[src/inc/ric_defines.svh]
// Constants for the reference input configuration register bank
`ifndef RIC_DEFINES_SVH
`define RIC_DEFINES_SVH

// ----------------------------------------------------------------------
// Register indices (byte address is four times the index)
// ----------------------------------------------------------------------
`define RIC_IDX_POWERDOWN   12'h500
`define RIC_IDX_FAMILY_01   12'h501
`define RIC_IDX_FAMILY_23   12'h502
`define RIC_IDX_MANUAL_P0   12'h503
`define RIC_IDX_MANUAL_P1   12'h504
`define RIC_IDX_MANUAL_P2   12'h505
`define RIC_IDX_MANUAL_P3   12'h506
`define RIC_IDX_THRESHOLD   12'h507
`define RIC_IDX_STATUS      12'h508

// ----------------------------------------------------------------------
// Field layout and reset values
// ----------------------------------------------------------------------
`define RIC_RESET_BYTE      8'h00
`define RIC_ALL_DOWN        8'hff
`define RIC_FAM_PRI_LSB     0
`define RIC_FAM_SEC_LSB     2
`define RIC_FAM_PAIR_STRIDE 4
`define RIC_MAN_PRI_LSB     0
`define RIC_MAN_SEC_LSB     4
`define RIC_MAN_EN_OFS      3
`define RIC_THR_MASK        8'h07
`define RIC_FAM_DIFF        2'h0
`define RIC_THR_RESET       3'h0
`define RIC_RESET_WORD      32'h00000000

`endif

[src/inc/ric_pkg.sv]
// Types for the reference input configuration register bank
package ric_pkg;

  // Receiver family codes
  typedef enum logic [1:0] {
    RIC_FAM_OFF_OR_DIFF = 2'h0,
    RIC_FAM_CMOS_12     = 2'h1,
    RIC_FAM_CMOS_18     = 2'h2,
    RIC_FAM_CMOS_30     = 2'h3
  } ric_family_t;

  // APB slave phases
  typedef enum logic [0:0] {
    RIC_IDLE,
    RIC_ACCESS
  } ric_apb_state_t;

endpackage : ric_pkg

[src/hw/ric_regs.sv]
// APB register bank configuring eight reference input receivers
`include "ric_defines.svh"

module ric_regs #(
  parameter int NUM_PAIRS = 4,   // Receiver pairs
  parameter int NUM_INPUTS = 8   // Receivers, two per pair
) (
  input  wire logic                    pclk,            // APB clock, 100 MHz
  input  wire logic                    presetn,         // Async reset, active low
  input  wire logic                    psel,            // APB select
  input  wire logic                    penable,         // APB enable
  input  wire logic                    pwrite,          // APB direction
  input  wire logic [13:0]             paddr,           // APB byte address
  input  wire logic [31:0]             pwdata,          // APB write data
  input  wire logic [3:0]              pstrb,           // APB byte strobes
  output logic                         pready,          // APB ready
  output logic [31:0]                  prdata,          // APB read data
  output logic                         pslverr,         // APB error
  input  wire logic [3*NUM_INPUTS-1:0] sel_priority,    // Priority per input, 3 bits each
  output logic [NUM_INPUTS-1:0]        rx_powerdown,    // Receiver power-down
  output logic                         rx_deep_sleep,   // Whole section asleep
  output logic [NUM_PAIRS-1:0]         pair_diff,       // Pair differential mode
  output logic [2*NUM_PAIRS-1:0]       pri_family,      // Primary family per pair
  output logic [2*NUM_PAIRS-1:0]       sec_family,      // Effective secondary family
  output logic [NUM_INPUTS-1:0]        manual_en,       // Manual profile per input
  output logic [3*NUM_INPUTS-1:0]      manual_profile,  // Profile per input
  output logic [NUM_INPUTS-1:0]        phase_master     // Phase master per input
);

  // --------------------------------------------------------------------
  // Helpers
  // --------------------------------------------------------------------

  // Word index from byte address; low bits must be zero
  function automatic logic [11:0] word_index(input logic [13:0] addr);
    word_index = addr[13:2];
  endfunction : word_index

  // Priority strictly below threshold means phase master
  function automatic logic is_master(input logic [2:0] prio, input logic [2:0] thr);
    is_master = (prio < thr);
  endfunction : is_master

  // --------------------------------------------------------------------
  // State
  // --------------------------------------------------------------------
  ric_pkg::ric_apb_state_t state_reg, state_next;
  logic [7:0]  powerdown_reg, powerdown_next;
  logic [7:0]  family01_reg, family01_next;
  logic [7:0]  family23_reg, family23_next;
  logic [7:0]  manual_reg [NUM_PAIRS];
  logic [7:0]  manual_next [NUM_PAIRS];
  logic [2:0]  threshold_reg, threshold_next;
  logic [31:0] prdata_reg, prdata_next;
  logic        pslverr_reg, pslverr_next;
  logic        deep_sleep_reg, deep_sleep_next;

  logic [11:0] idx;
  logic        hit;
  logic        wr_take;
  logic        rd_take;
  logic [7:0]  rd_byte;
  logic [7:0]  wr_byte;
  logic [15:0] family_all;
  logic        wr_powerdown;
  logic        wr_family01;
  logic        wr_family23;
  logic        wr_threshold;
  logic [NUM_PAIRS-1:0] wr_manual;

  assign idx        = word_index(paddr);
  assign family_all = {family23_reg, family01_reg};

  // Decode of mapped registers; misaligned address counts as unmapped
  always_comb begin
    hit = (paddr[1:0] == 2'h0) &&
          (idx >= `RIC_IDX_POWERDOWN) && (idx <= `RIC_IDX_STATUS);
  end

  // --------------------------------------------------------------------
  // APB phase control
  // --------------------------------------------------------------------

  // Answer in the first access cycle: no wait states
  always_comb begin
    state_next = state_reg;
    unique case (state_reg)
      ric_pkg::RIC_IDLE: begin
        if (psel && !penable) begin
          state_next = ric_pkg::RIC_ACCESS;
        end
      end
      ric_pkg::RIC_ACCESS: begin
        state_next = (psel && !penable) ? ric_pkg::RIC_ACCESS : ric_pkg::RIC_IDLE;
      end
    endcase
  end

  // Phase only qualifies the error output, nothing else depends on it
  always_ff @(posedge pclk or negedge presetn) begin
    if (!presetn) begin
      state_reg <= ric_pkg::RIC_IDLE;
    end else begin
      state_reg <= state_next;
    end
  end

  assign pready  = 1'b1;
  assign wr_take = psel && penable && pwrite && hit && pstrb[0];
  assign rd_take = psel && !penable && !pwrite;
  assign wr_byte = pwdata[7:0];

  // --------------------------------------------------------------------
  // Read mux
  // --------------------------------------------------------------------

  // Unused bits come back as zero by construction
  always_comb begin
    rd_byte = `RIC_RESET_BYTE;
    unique case (idx)
      `RIC_IDX_POWERDOWN: rd_byte = powerdown_reg;
      `RIC_IDX_FAMILY_01: rd_byte = family01_reg;
      `RIC_IDX_FAMILY_23: rd_byte = family23_reg;
      `RIC_IDX_MANUAL_P0: rd_byte = manual_reg[0];
      `RIC_IDX_MANUAL_P1: rd_byte = manual_reg[1];
      `RIC_IDX_MANUAL_P2: rd_byte = manual_reg[2];
      `RIC_IDX_MANUAL_P3: rd_byte = manual_reg[3];
      `RIC_IDX_THRESHOLD: rd_byte = {5'h00, threshold_reg};
      `RIC_IDX_STATUS:    rd_byte = {7'h00, deep_sleep_reg};
      default:            rd_byte = `RIC_RESET_BYTE;
    endcase
  end

  // Read data captured in setup so it is stable through access
  always_comb begin
    prdata_next  = prdata_reg;
    pslverr_next = pslverr_reg;
    if (psel && !penable) begin
      prdata_next  = (rd_take && hit) ? {24'h000000, rd_byte} : 32'h00000000;
      pslverr_next = !hit;
    end
  end

  // Cleared on reset so a stale word never leaks onto the bus
  always_ff @(posedge pclk or negedge presetn) begin
    if (!presetn) begin
      prdata_reg  <= `RIC_RESET_WORD;
      pslverr_reg <= 1'b0;
    end else begin
      prdata_reg  <= prdata_next;
      pslverr_reg <= pslverr_next;
    end
  end

  // --------------------------------------------------------------------
  // Register writes
  // --------------------------------------------------------------------

  // One write strobe per register except read-only status, decoded once for the whole bank
  always_comb begin
    wr_powerdown = wr_take && (idx == `RIC_IDX_POWERDOWN);
    wr_family01  = wr_take && (idx == `RIC_IDX_FAMILY_01);
    wr_family23  = wr_take && (idx == `RIC_IDX_FAMILY_23);
    wr_threshold = wr_take && (idx == `RIC_IDX_THRESHOLD);
    for (int p = 0; p < NUM_PAIRS; p++) begin
      wr_manual[p] = wr_take && (idx == (`RIC_IDX_MANUAL_P0 + 12'(p)));
    end
  end

  // --------------------------------------------------------------------
  // Power-down
  // --------------------------------------------------------------------

  // Only byte lane 0 carries data; other lanes are dropped
  always_comb begin
    powerdown_next = powerdown_reg;
    if (wr_powerdown) begin
      powerdown_next = wr_byte;
    end
  end

  // Clears so every receiver starts in normal operation
  always_ff @(posedge pclk or negedge presetn) begin
    if (!presetn) begin
      powerdown_reg <= `RIC_RESET_BYTE;
    end else begin
      powerdown_reg <= powerdown_next;
    end
  end

  // Deep sleep only when every receiver is powered down together
  always_comb begin
    deep_sleep_next = (powerdown_reg == `RIC_ALL_DOWN);
  end

  // Registered so the sleep control reaches the receivers glitch-free
  always_ff @(posedge pclk or negedge presetn) begin
    if (!presetn) begin
      deep_sleep_reg <= 1'b0;
    end else begin
      deep_sleep_reg <= deep_sleep_next;
    end
  end

  // --------------------------------------------------------------------
  // Logic family
  // --------------------------------------------------------------------

  // Each byte is taken whole, so a pair never half-switches its mode
  always_comb begin
    family01_next = family01_reg;
    family23_next = family23_reg;
    if (wr_family01) begin
      family01_next = wr_byte;
    end
    if (wr_family23) begin
      family23_next = wr_byte;
    end
  end

  // Code zero: every pair starts as one differential input
  always_ff @(posedge pclk or negedge presetn) begin
    if (!presetn) begin
      family01_reg <= `RIC_RESET_BYTE;
      family23_reg <= `RIC_RESET_BYTE;
    end else begin
      family01_reg <= family01_next;
      family23_reg <= family23_next;
    end
  end

  // --------------------------------------------------------------------
  // Manual profile
  // --------------------------------------------------------------------

  // One register per pair in consecutive slots
  always_comb begin
    for (int p = 0; p < NUM_PAIRS; p++) begin
      manual_next[p] = manual_reg[p];
      if (wr_manual[p]) begin
        manual_next[p] = wr_byte;
      end
    end
  end

  // Automatic assignment and profile 0 after reset
  always_ff @(posedge pclk or negedge presetn) begin
    if (!presetn) begin
      for (int p = 0; p < NUM_PAIRS; p++) begin
        manual_reg[p] <= `RIC_RESET_BYTE;
      end
    end else begin
      for (int p = 0; p < NUM_PAIRS; p++) begin
        manual_reg[p] <= manual_next[p];
      end
    end
  end

  // --------------------------------------------------------------------
  // Phase master threshold
  // --------------------------------------------------------------------

  // Only three bits are stored; the upper five have no flops at all
  always_comb begin
    threshold_next = threshold_reg;
    if (wr_threshold) begin
      threshold_next = wr_byte[2:0];
    end
  end

  // Zero: no reference is a phase master out of reset
  always_ff @(posedge pclk or negedge presetn) begin
    if (!presetn) begin
      threshold_reg <= `RIC_THR_RESET;
    end else begin
      threshold_reg <= threshold_next;
    end
  end

  // Error only in the access phase of an unmapped transfer
  assign prdata  = prdata_reg;
  assign pslverr = pslverr_reg && psel && penable && (state_reg == ric_pkg::RIC_ACCESS);

  // --------------------------------------------------------------------
  // Receiver controls
  // --------------------------------------------------------------------

  // Individual power-downs stay valid even in deep sleep
  assign rx_powerdown  = powerdown_reg;
  assign rx_deep_sleep = deep_sleep_reg;

  // Input order: 2p is pair p primary, 2p+1 its secondary
  for (genvar p = 0; p < NUM_PAIRS; p++) begin : g_pair
    logic [1:0] pri_f;
    logic [1:0] sec_f;
    logic       pri_m;
    logic       sec_m;
    logic [2:0] pri_pr;
    logic [2:0] sec_pr;

    assign pri_f = family_all[p*`RIC_FAM_PAIR_STRIDE + `RIC_FAM_PRI_LSB +: 2];
    assign sec_f = family_all[p*`RIC_FAM_PAIR_STRIDE + `RIC_FAM_SEC_LSB +: 2];

    ric_pair_decode u_dec (
      .pri_family     (pri_f),
      .sec_family     (sec_f),
      .manual_pri     (manual_reg[p][`RIC_MAN_PRI_LSB +: 4]),
      .manual_sec     (manual_reg[p][`RIC_MAN_SEC_LSB +: 4]),
      .pair_diff      (pair_diff[p]),
      .sec_family_eff (sec_family[2*p +: 2]),
      .pri_manual     (pri_m),
      .pri_profile    (pri_pr),
      .sec_manual     (sec_m),
      .sec_profile    (sec_pr)
    );

    assign pri_family[2*p +: 2]           = pri_f;
    assign manual_en[2*p]                 = pri_m;
    assign manual_en[2*p+1]               = sec_m;
    assign manual_profile[6*p +: 3]       = pri_pr;
    assign manual_profile[6*p+3 +: 3]     = sec_pr;
  end

  // Phase master flags from each input's selection priority
  for (genvar i = 0; i < NUM_INPUTS; i++) begin : g_master
    assign phase_master[i] = is_master(sel_priority[3*i +: 3], threshold_reg);
  end

endmodule : ric_regs

[src/hw/ric_pair_decode.sv]
// Per-pair receiver mode and profile decode
`include "ric_defines.svh"

module ric_pair_decode (
  input  wire logic [1:0] pri_family,      // Primary family field
  input  wire logic [1:0] sec_family,      // Secondary family field
  input  wire logic [3:0] manual_pri,      // Primary enable and profile
  input  wire logic [3:0] manual_sec,      // Secondary enable and profile
  output logic            pair_diff,       // Pair runs as one differential input
  output logic [1:0]      sec_family_eff,  // Secondary family after masking
  output logic            pri_manual,      // Primary uses manual profile
  output logic [2:0]      pri_profile,     // Primary manual profile
  output logic            sec_manual,      // Secondary uses manual profile
  output logic [2:0]      sec_profile      // Secondary manual profile
);

  // Secondary field is meaningless in differential mode, so force disabled
  always_comb begin
    pair_diff      = (pri_family == `RIC_FAM_DIFF);
    sec_family_eff = pair_diff ? `RIC_FAM_DIFF : sec_family;
    pri_manual     = manual_pri[`RIC_MAN_EN_OFS];
    pri_profile    = manual_pri[2:0];
    sec_manual     = manual_sec[`RIC_MAN_EN_OFS];
    sec_profile    = manual_sec[2:0];
  end

endmodule : ric_pair_decode

[config.mk]
export PLATFORM = sky130hd
export DESIGN_NAME = ric_regs
export DESIGN_NICKNAME = d
export VERILOG_FILES = /design/src/inc/ric_pkg.sv /design/src/hw/ric_regs.sv /design/src/hw/ric_pair_decode.sv
export VERILOG_INCLUDE_DIRS = /design/src /design/src/inc
export SDC_FILE = /design/constraint.sdc
export NUM_CORES = 1
export LEC_CHECK = 0
export ABC_AREA = 0
export BUFFER_PORTS_ARGS = -buffer_cell sky130_fd_sc_hd__buf_4
export CELL_PAD_IN_SITES_DETAIL_PLACEMENT = 0
export CELL_PAD_IN_SITES_GLOBAL_PLACEMENT = 2
export CORE_UTILIZATION = 26
export DETAILED_ROUTE_END_ITERATION = 16
export GPL_ROUTABILITY_DRIVEN = 1
export PLACE_DENSITY = 0.8
export SYNTH_ARGS = -nofsm -noshare
export SYNTH_HDL_FRONTEND = slang
export SYNTH_SLANG_ARGS = --single-unit
[constraint.sdc]
create_clock -name pclk -period 1.5 [get_ports pclk]
set_input_delay 0.075 -clock pclk [delete_from_list [all_inputs] [get_ports pclk]]
set_output_delay 0.075 -clock pclk [all_outputs]
set_load 0.02 [all_outputs]
# After elaboration in Yosys (flattened, before gate mapping)
# Cells that the tools add are included.
# classes
n_lt_le_gt_ge	10
eq_ne	10
n_mux	7
n_reduce_logical	28
# ops
operator	n
$eq 12x11->1 const B	9
$pmux 8 s9	1
$lt 3x3->1	8
$logic_and 1x1->1	20
$ge 12x11->1 const B	1
$le 12x11->1 const B	1
$logic_not 2->1	5
$eq 8x8->1 const B	1
$mux 2	4
$mux 8	1
$logic_not 1->1	3
$mux 1	1
# totals
register_bits	94
output_inout_bits	103
wordCells	67

# Logic depth before layout (Yosys ltp)
# depth
word_depth	6
mapped_depth	7
depth_no_buf	5

# Cells and area by module
# A second synthesis with hierarchy kept.
# hier_totals
cells_unflattened	363
hier_area_um2	4371.7
# by_module_without_submodules
module	n_inst	cells_each	area_each_um2	seq_area_each_um2
ric_regs	1	319	4056.4	1751.7
ric_pair_decode	4	11	78.8	0.0

# Worst setup path before layout
# OpenSTA, ideal clock, no wires.
# synth_path
path_kind	input to register
from	input port paddr[13]
to	register manual_reg[16] (netlist bit)
setup_time_ps	125
arrival_ps	1579
required_time_ps	1375
setup_slack_ps	-204
path_stages	6
path_cell_list	nor4b_4 -> nand4b_4 -> or3_4 -> nand2b_4 -> buf_6 -> mux2_4
# synth_via
elab_chain_cells	6
word_cells_on_any_way	8
# synth_lines
item	line	source
start: declaration	ric_regs.sv:13	input wire logic [13:0] paddr,
$ge 12x11->1 (no line)	-	
$logic_and 1x1->1 (2 in series)	ric_regs.sv:76	hit = (paddr[1:0] == 2'h0) &&
$logic_and 1x1->1 (2 in series)	ric_regs.sv:109	assign wr_take = psel && penable && pwrite && hit && pstrb[0];
$logic_and 1x1->1 (*)	ric_regs.sv:166	wr_manual[p] = wr_take && (idx == (`RIC_IDX_MANUAL_P0 + 12'(p)));
end signal: indexed assignment	ric_regs.sv:250	manual_reg[p] <= `RIC_RESET_BYTE;
end signal: indexed assignment	ric_regs.sv:254	manual_reg[p] <= manual_next[p];
end: declaration	ric_regs.sv:51	logic [7:0] manual_reg [NUM_PAIRS];
# Mark *: on every way between the ends. The rest lies on a longest branch, timed or not.
# A chain may end at the register's enable or synchronous reset.

# Worst setup path in the final report
# layout_path
from	register threshold_reg[1]
to	output port phase_master[0]
# layout_via
elab_chain_cells	1
# layout_lines
item	line	source
start: declaration	ric_regs.sv:53	logic [2:0] threshold_reg, threshold_next;
start signal: assignment	ric_regs.sv:274	threshold_reg <= `RIC_THR_RESET;
start signal: assignment	ric_regs.sv:276	threshold_reg <= threshold_next;
$lt 3x3->1	ric_regs.sv:41	is_master = (prio < thr);
end: declaration	ric_regs.sv:27	output logic [NUM_INPUTS-1:0] phase_master
# No other way between the ends.

==> impl_metrics.ini <==
[status]
status = finished with violations
violations = negative setup slack

[worst_setup_path]
crit_type = flop to primary output
critPathMaxFanout = 5
rr_startpoint = rx_powerdown[4]
critPathArrivalTime_ps = 1670
cp-end-kind = primary output
crit_required_ps = 1420
cp-start-kind = flop
critPathLaunch = threshold_reg[1]

[timing]
fmax_mhz = 572
finalCriticalPeriod_ps = 1750
rsz0062_at_grt = yes
setup_tns_ps = -1750
setup_viol = 8
finalClockSkew_ps = 4.60
drv_slew = 0
fin_ws_ps = -247
hold_viol = 0
period_share = 1.16

[global_route]
grt_use_met1 = 0.202
grt_overflow = 0
grt_max_degree = 38
antenna_found_initial = 0
grt_first_pass_wirelength_um = 19000
use_met3 = 0.0409
grtUsageMet2 = 0.251
grtUsageTotal = 0.155
grt_pass1_vias = 3470
grt.busiest_layer = met2

[cts]
cts_root_buf = clkbuf_16
cts_buffers = 9
clockBufferDepth = 2
clk_latency_ps = 330
clock_sinks = 70
clkTransAtPathRegs_ps = 50
cts_tree = done
cts_htree_levels = 3

[floorplan]
dieHeight_um = 128
rows = 45
die_w_um = 128
core-area_um2 = 15400
initial_core_util = 0.270
ios = 182
dieArea_um2 = 16500

[power]
ir_drop_v = 0.000489
p_leak_uw = 0.00297
design_power_total_uw = 4710
p_per_area_nw_per_um2 = 790

[layout]
multi_input_area_um2 = 2230
regArea_um2 = 1750
drive_above_1_share = 0.553
n_fill_cell = 1515
area_growth_pct = 43.6
finalNonFillerCells = 726
layout_common_cells = buf_4 (167), dfrtp_1 (70), mux2_2 (53), conb_1 (25), nor2_1 (16)
final_nets = 606
largest_reg_flops = 32
antenna-diode-count = 0
fin_area_um2 = 5960
mostFrequentLayoutCell = buf_4

[logic_synthesis]
synth_cell_type_count = 45
netlist.top_cell.by_area = dfrtp_1
synth.area.top_cells = dfrtp_1 (42%), mux2_2 (16%), buf_4 (8.1%)
synth_top_area_share = 0.422
synthFlopType = dfrtp_1
ys_warn_count = 0
avgSynthCellArea_um2 = 11.6
netlist_instances = 359
synth_area_um2 = 4150
ys_seq_area_frac = 0.422
synth_seq_cells = 70
async_flop_share = 1.00
synth_edf_count = 0

[flow_run]
max_cap_viol_count = 0

[routing]
via_per_inst = 4.47
dr.pass1.iters = 4
drcViolationCount = 0
drt_wl_total_um = 12500
wl_per_cell_um = 17.2
drt_iter0_drc = 126
vias = 3246
drtAntennaViolNets = 0

[place]
dpl_cell_area_um2 = 5420
gp_congestion = 0.782
dp.cells = 705
hpwlAfterDp_um = 9480
port_buffers = 129

[hold_path]
hold_path_class = input port to flop
hold_start = pwdata[3]
==> metrics by stage <==
stage | util | setup slack [ps] | hold slack (ps)
2_1_floorplan | - | -142 | -221
3_3_place_gp | 0.352 | -256 | 63.6
3_5_place_dp | 0.352 | -307 | 70.5
4_1_cts | 0.384 | -241 | 29.0
5_1_grt | 0.388 | -312 | 34.4
6_report | 0.388 | -247 | 32.5
==> kinds of logic after synthesis <==
family                   Yosys count  synth area share
multiplexers                      79             0.221
AND/OR/NAND/NOR                   77             0.124
flip-flops                        70             0.422
buffers and inverters             61            0.0986
AO/OA/AOI/OAI                     54            0.0841
adder cells (fa/ha/maj)           16            0.0483
other                              2           0.00181
==> repair_timing <==
| item | in CTS | in global routing |
|---|---|---|
| pin swaps | 12 | 8 |
| hold buffers | 1 | 0 |
| endpoints found under the setup margin | 8 | 18 |
| resized for setup | 14 | 10 |
| setup buffers | 3 | 2 |
| hold endpoints to repair | 33 | 0 |
==> area by class of cell <==
cell class              count  share of cell area
repair buffers            175               0.230
clock buffers              11              0.0424
multi-input cells         251               0.375
well taps                 211              0.0443
clock inverters             4              0.0118
inverters                   4             0.00315
flip-flops and latches     70               0.294
==> layer usage <==
layer / up-vias / part of all wire
met5: - / 0
met4: 0 / 0.014
met3: 14 / 0.060
met2: 112 / 0.47
met1: 1594 / 0.45
li1: 1526 / -
==> final timing paths <==
kind / end / slack [ps] / depth (start not counted)
max: phase_master[0] / -250 / 6
min: manual_reg[19] / 30 / 2
max reg2reg: prdata[4] / 20 / 4
min reg2reg: prdata[6] / 490 / 2
max in group asynchronous: manual_reg[13] / 670 / 3
min in group asynchronous: prdata[6] / 250 / 2
==> synth_stat cells, types with 4 or more instances <==
cell	n
nor2_1	17
mux2i_1	10
ha_1	16
a221oi_1	6
inv_1	4
nor2b_1	14
mux2_4	8
dfrtp_1	70
mux2_2	60
a21oi_1	15
nand2b_1	12
clkbuf_1	5
nand2_1	9
buf_4	45
a21o_1	8
o21ai_0	12
==> power by group <==
group	internal [uW]	switching (uW)
Combinational	221	291
Clock	1530	772
Sequential	1890	0.550
Total	3640	1060
==> critical path: stages (launching register included) <==
cell,delay (ps)
dfrtp_1,390
clkinvlp_4,140
buf_12,160
ha_4,200
a21o_1,170
a21oi_2,130
buf_4,150
Power figures use the tool's default switching activity.
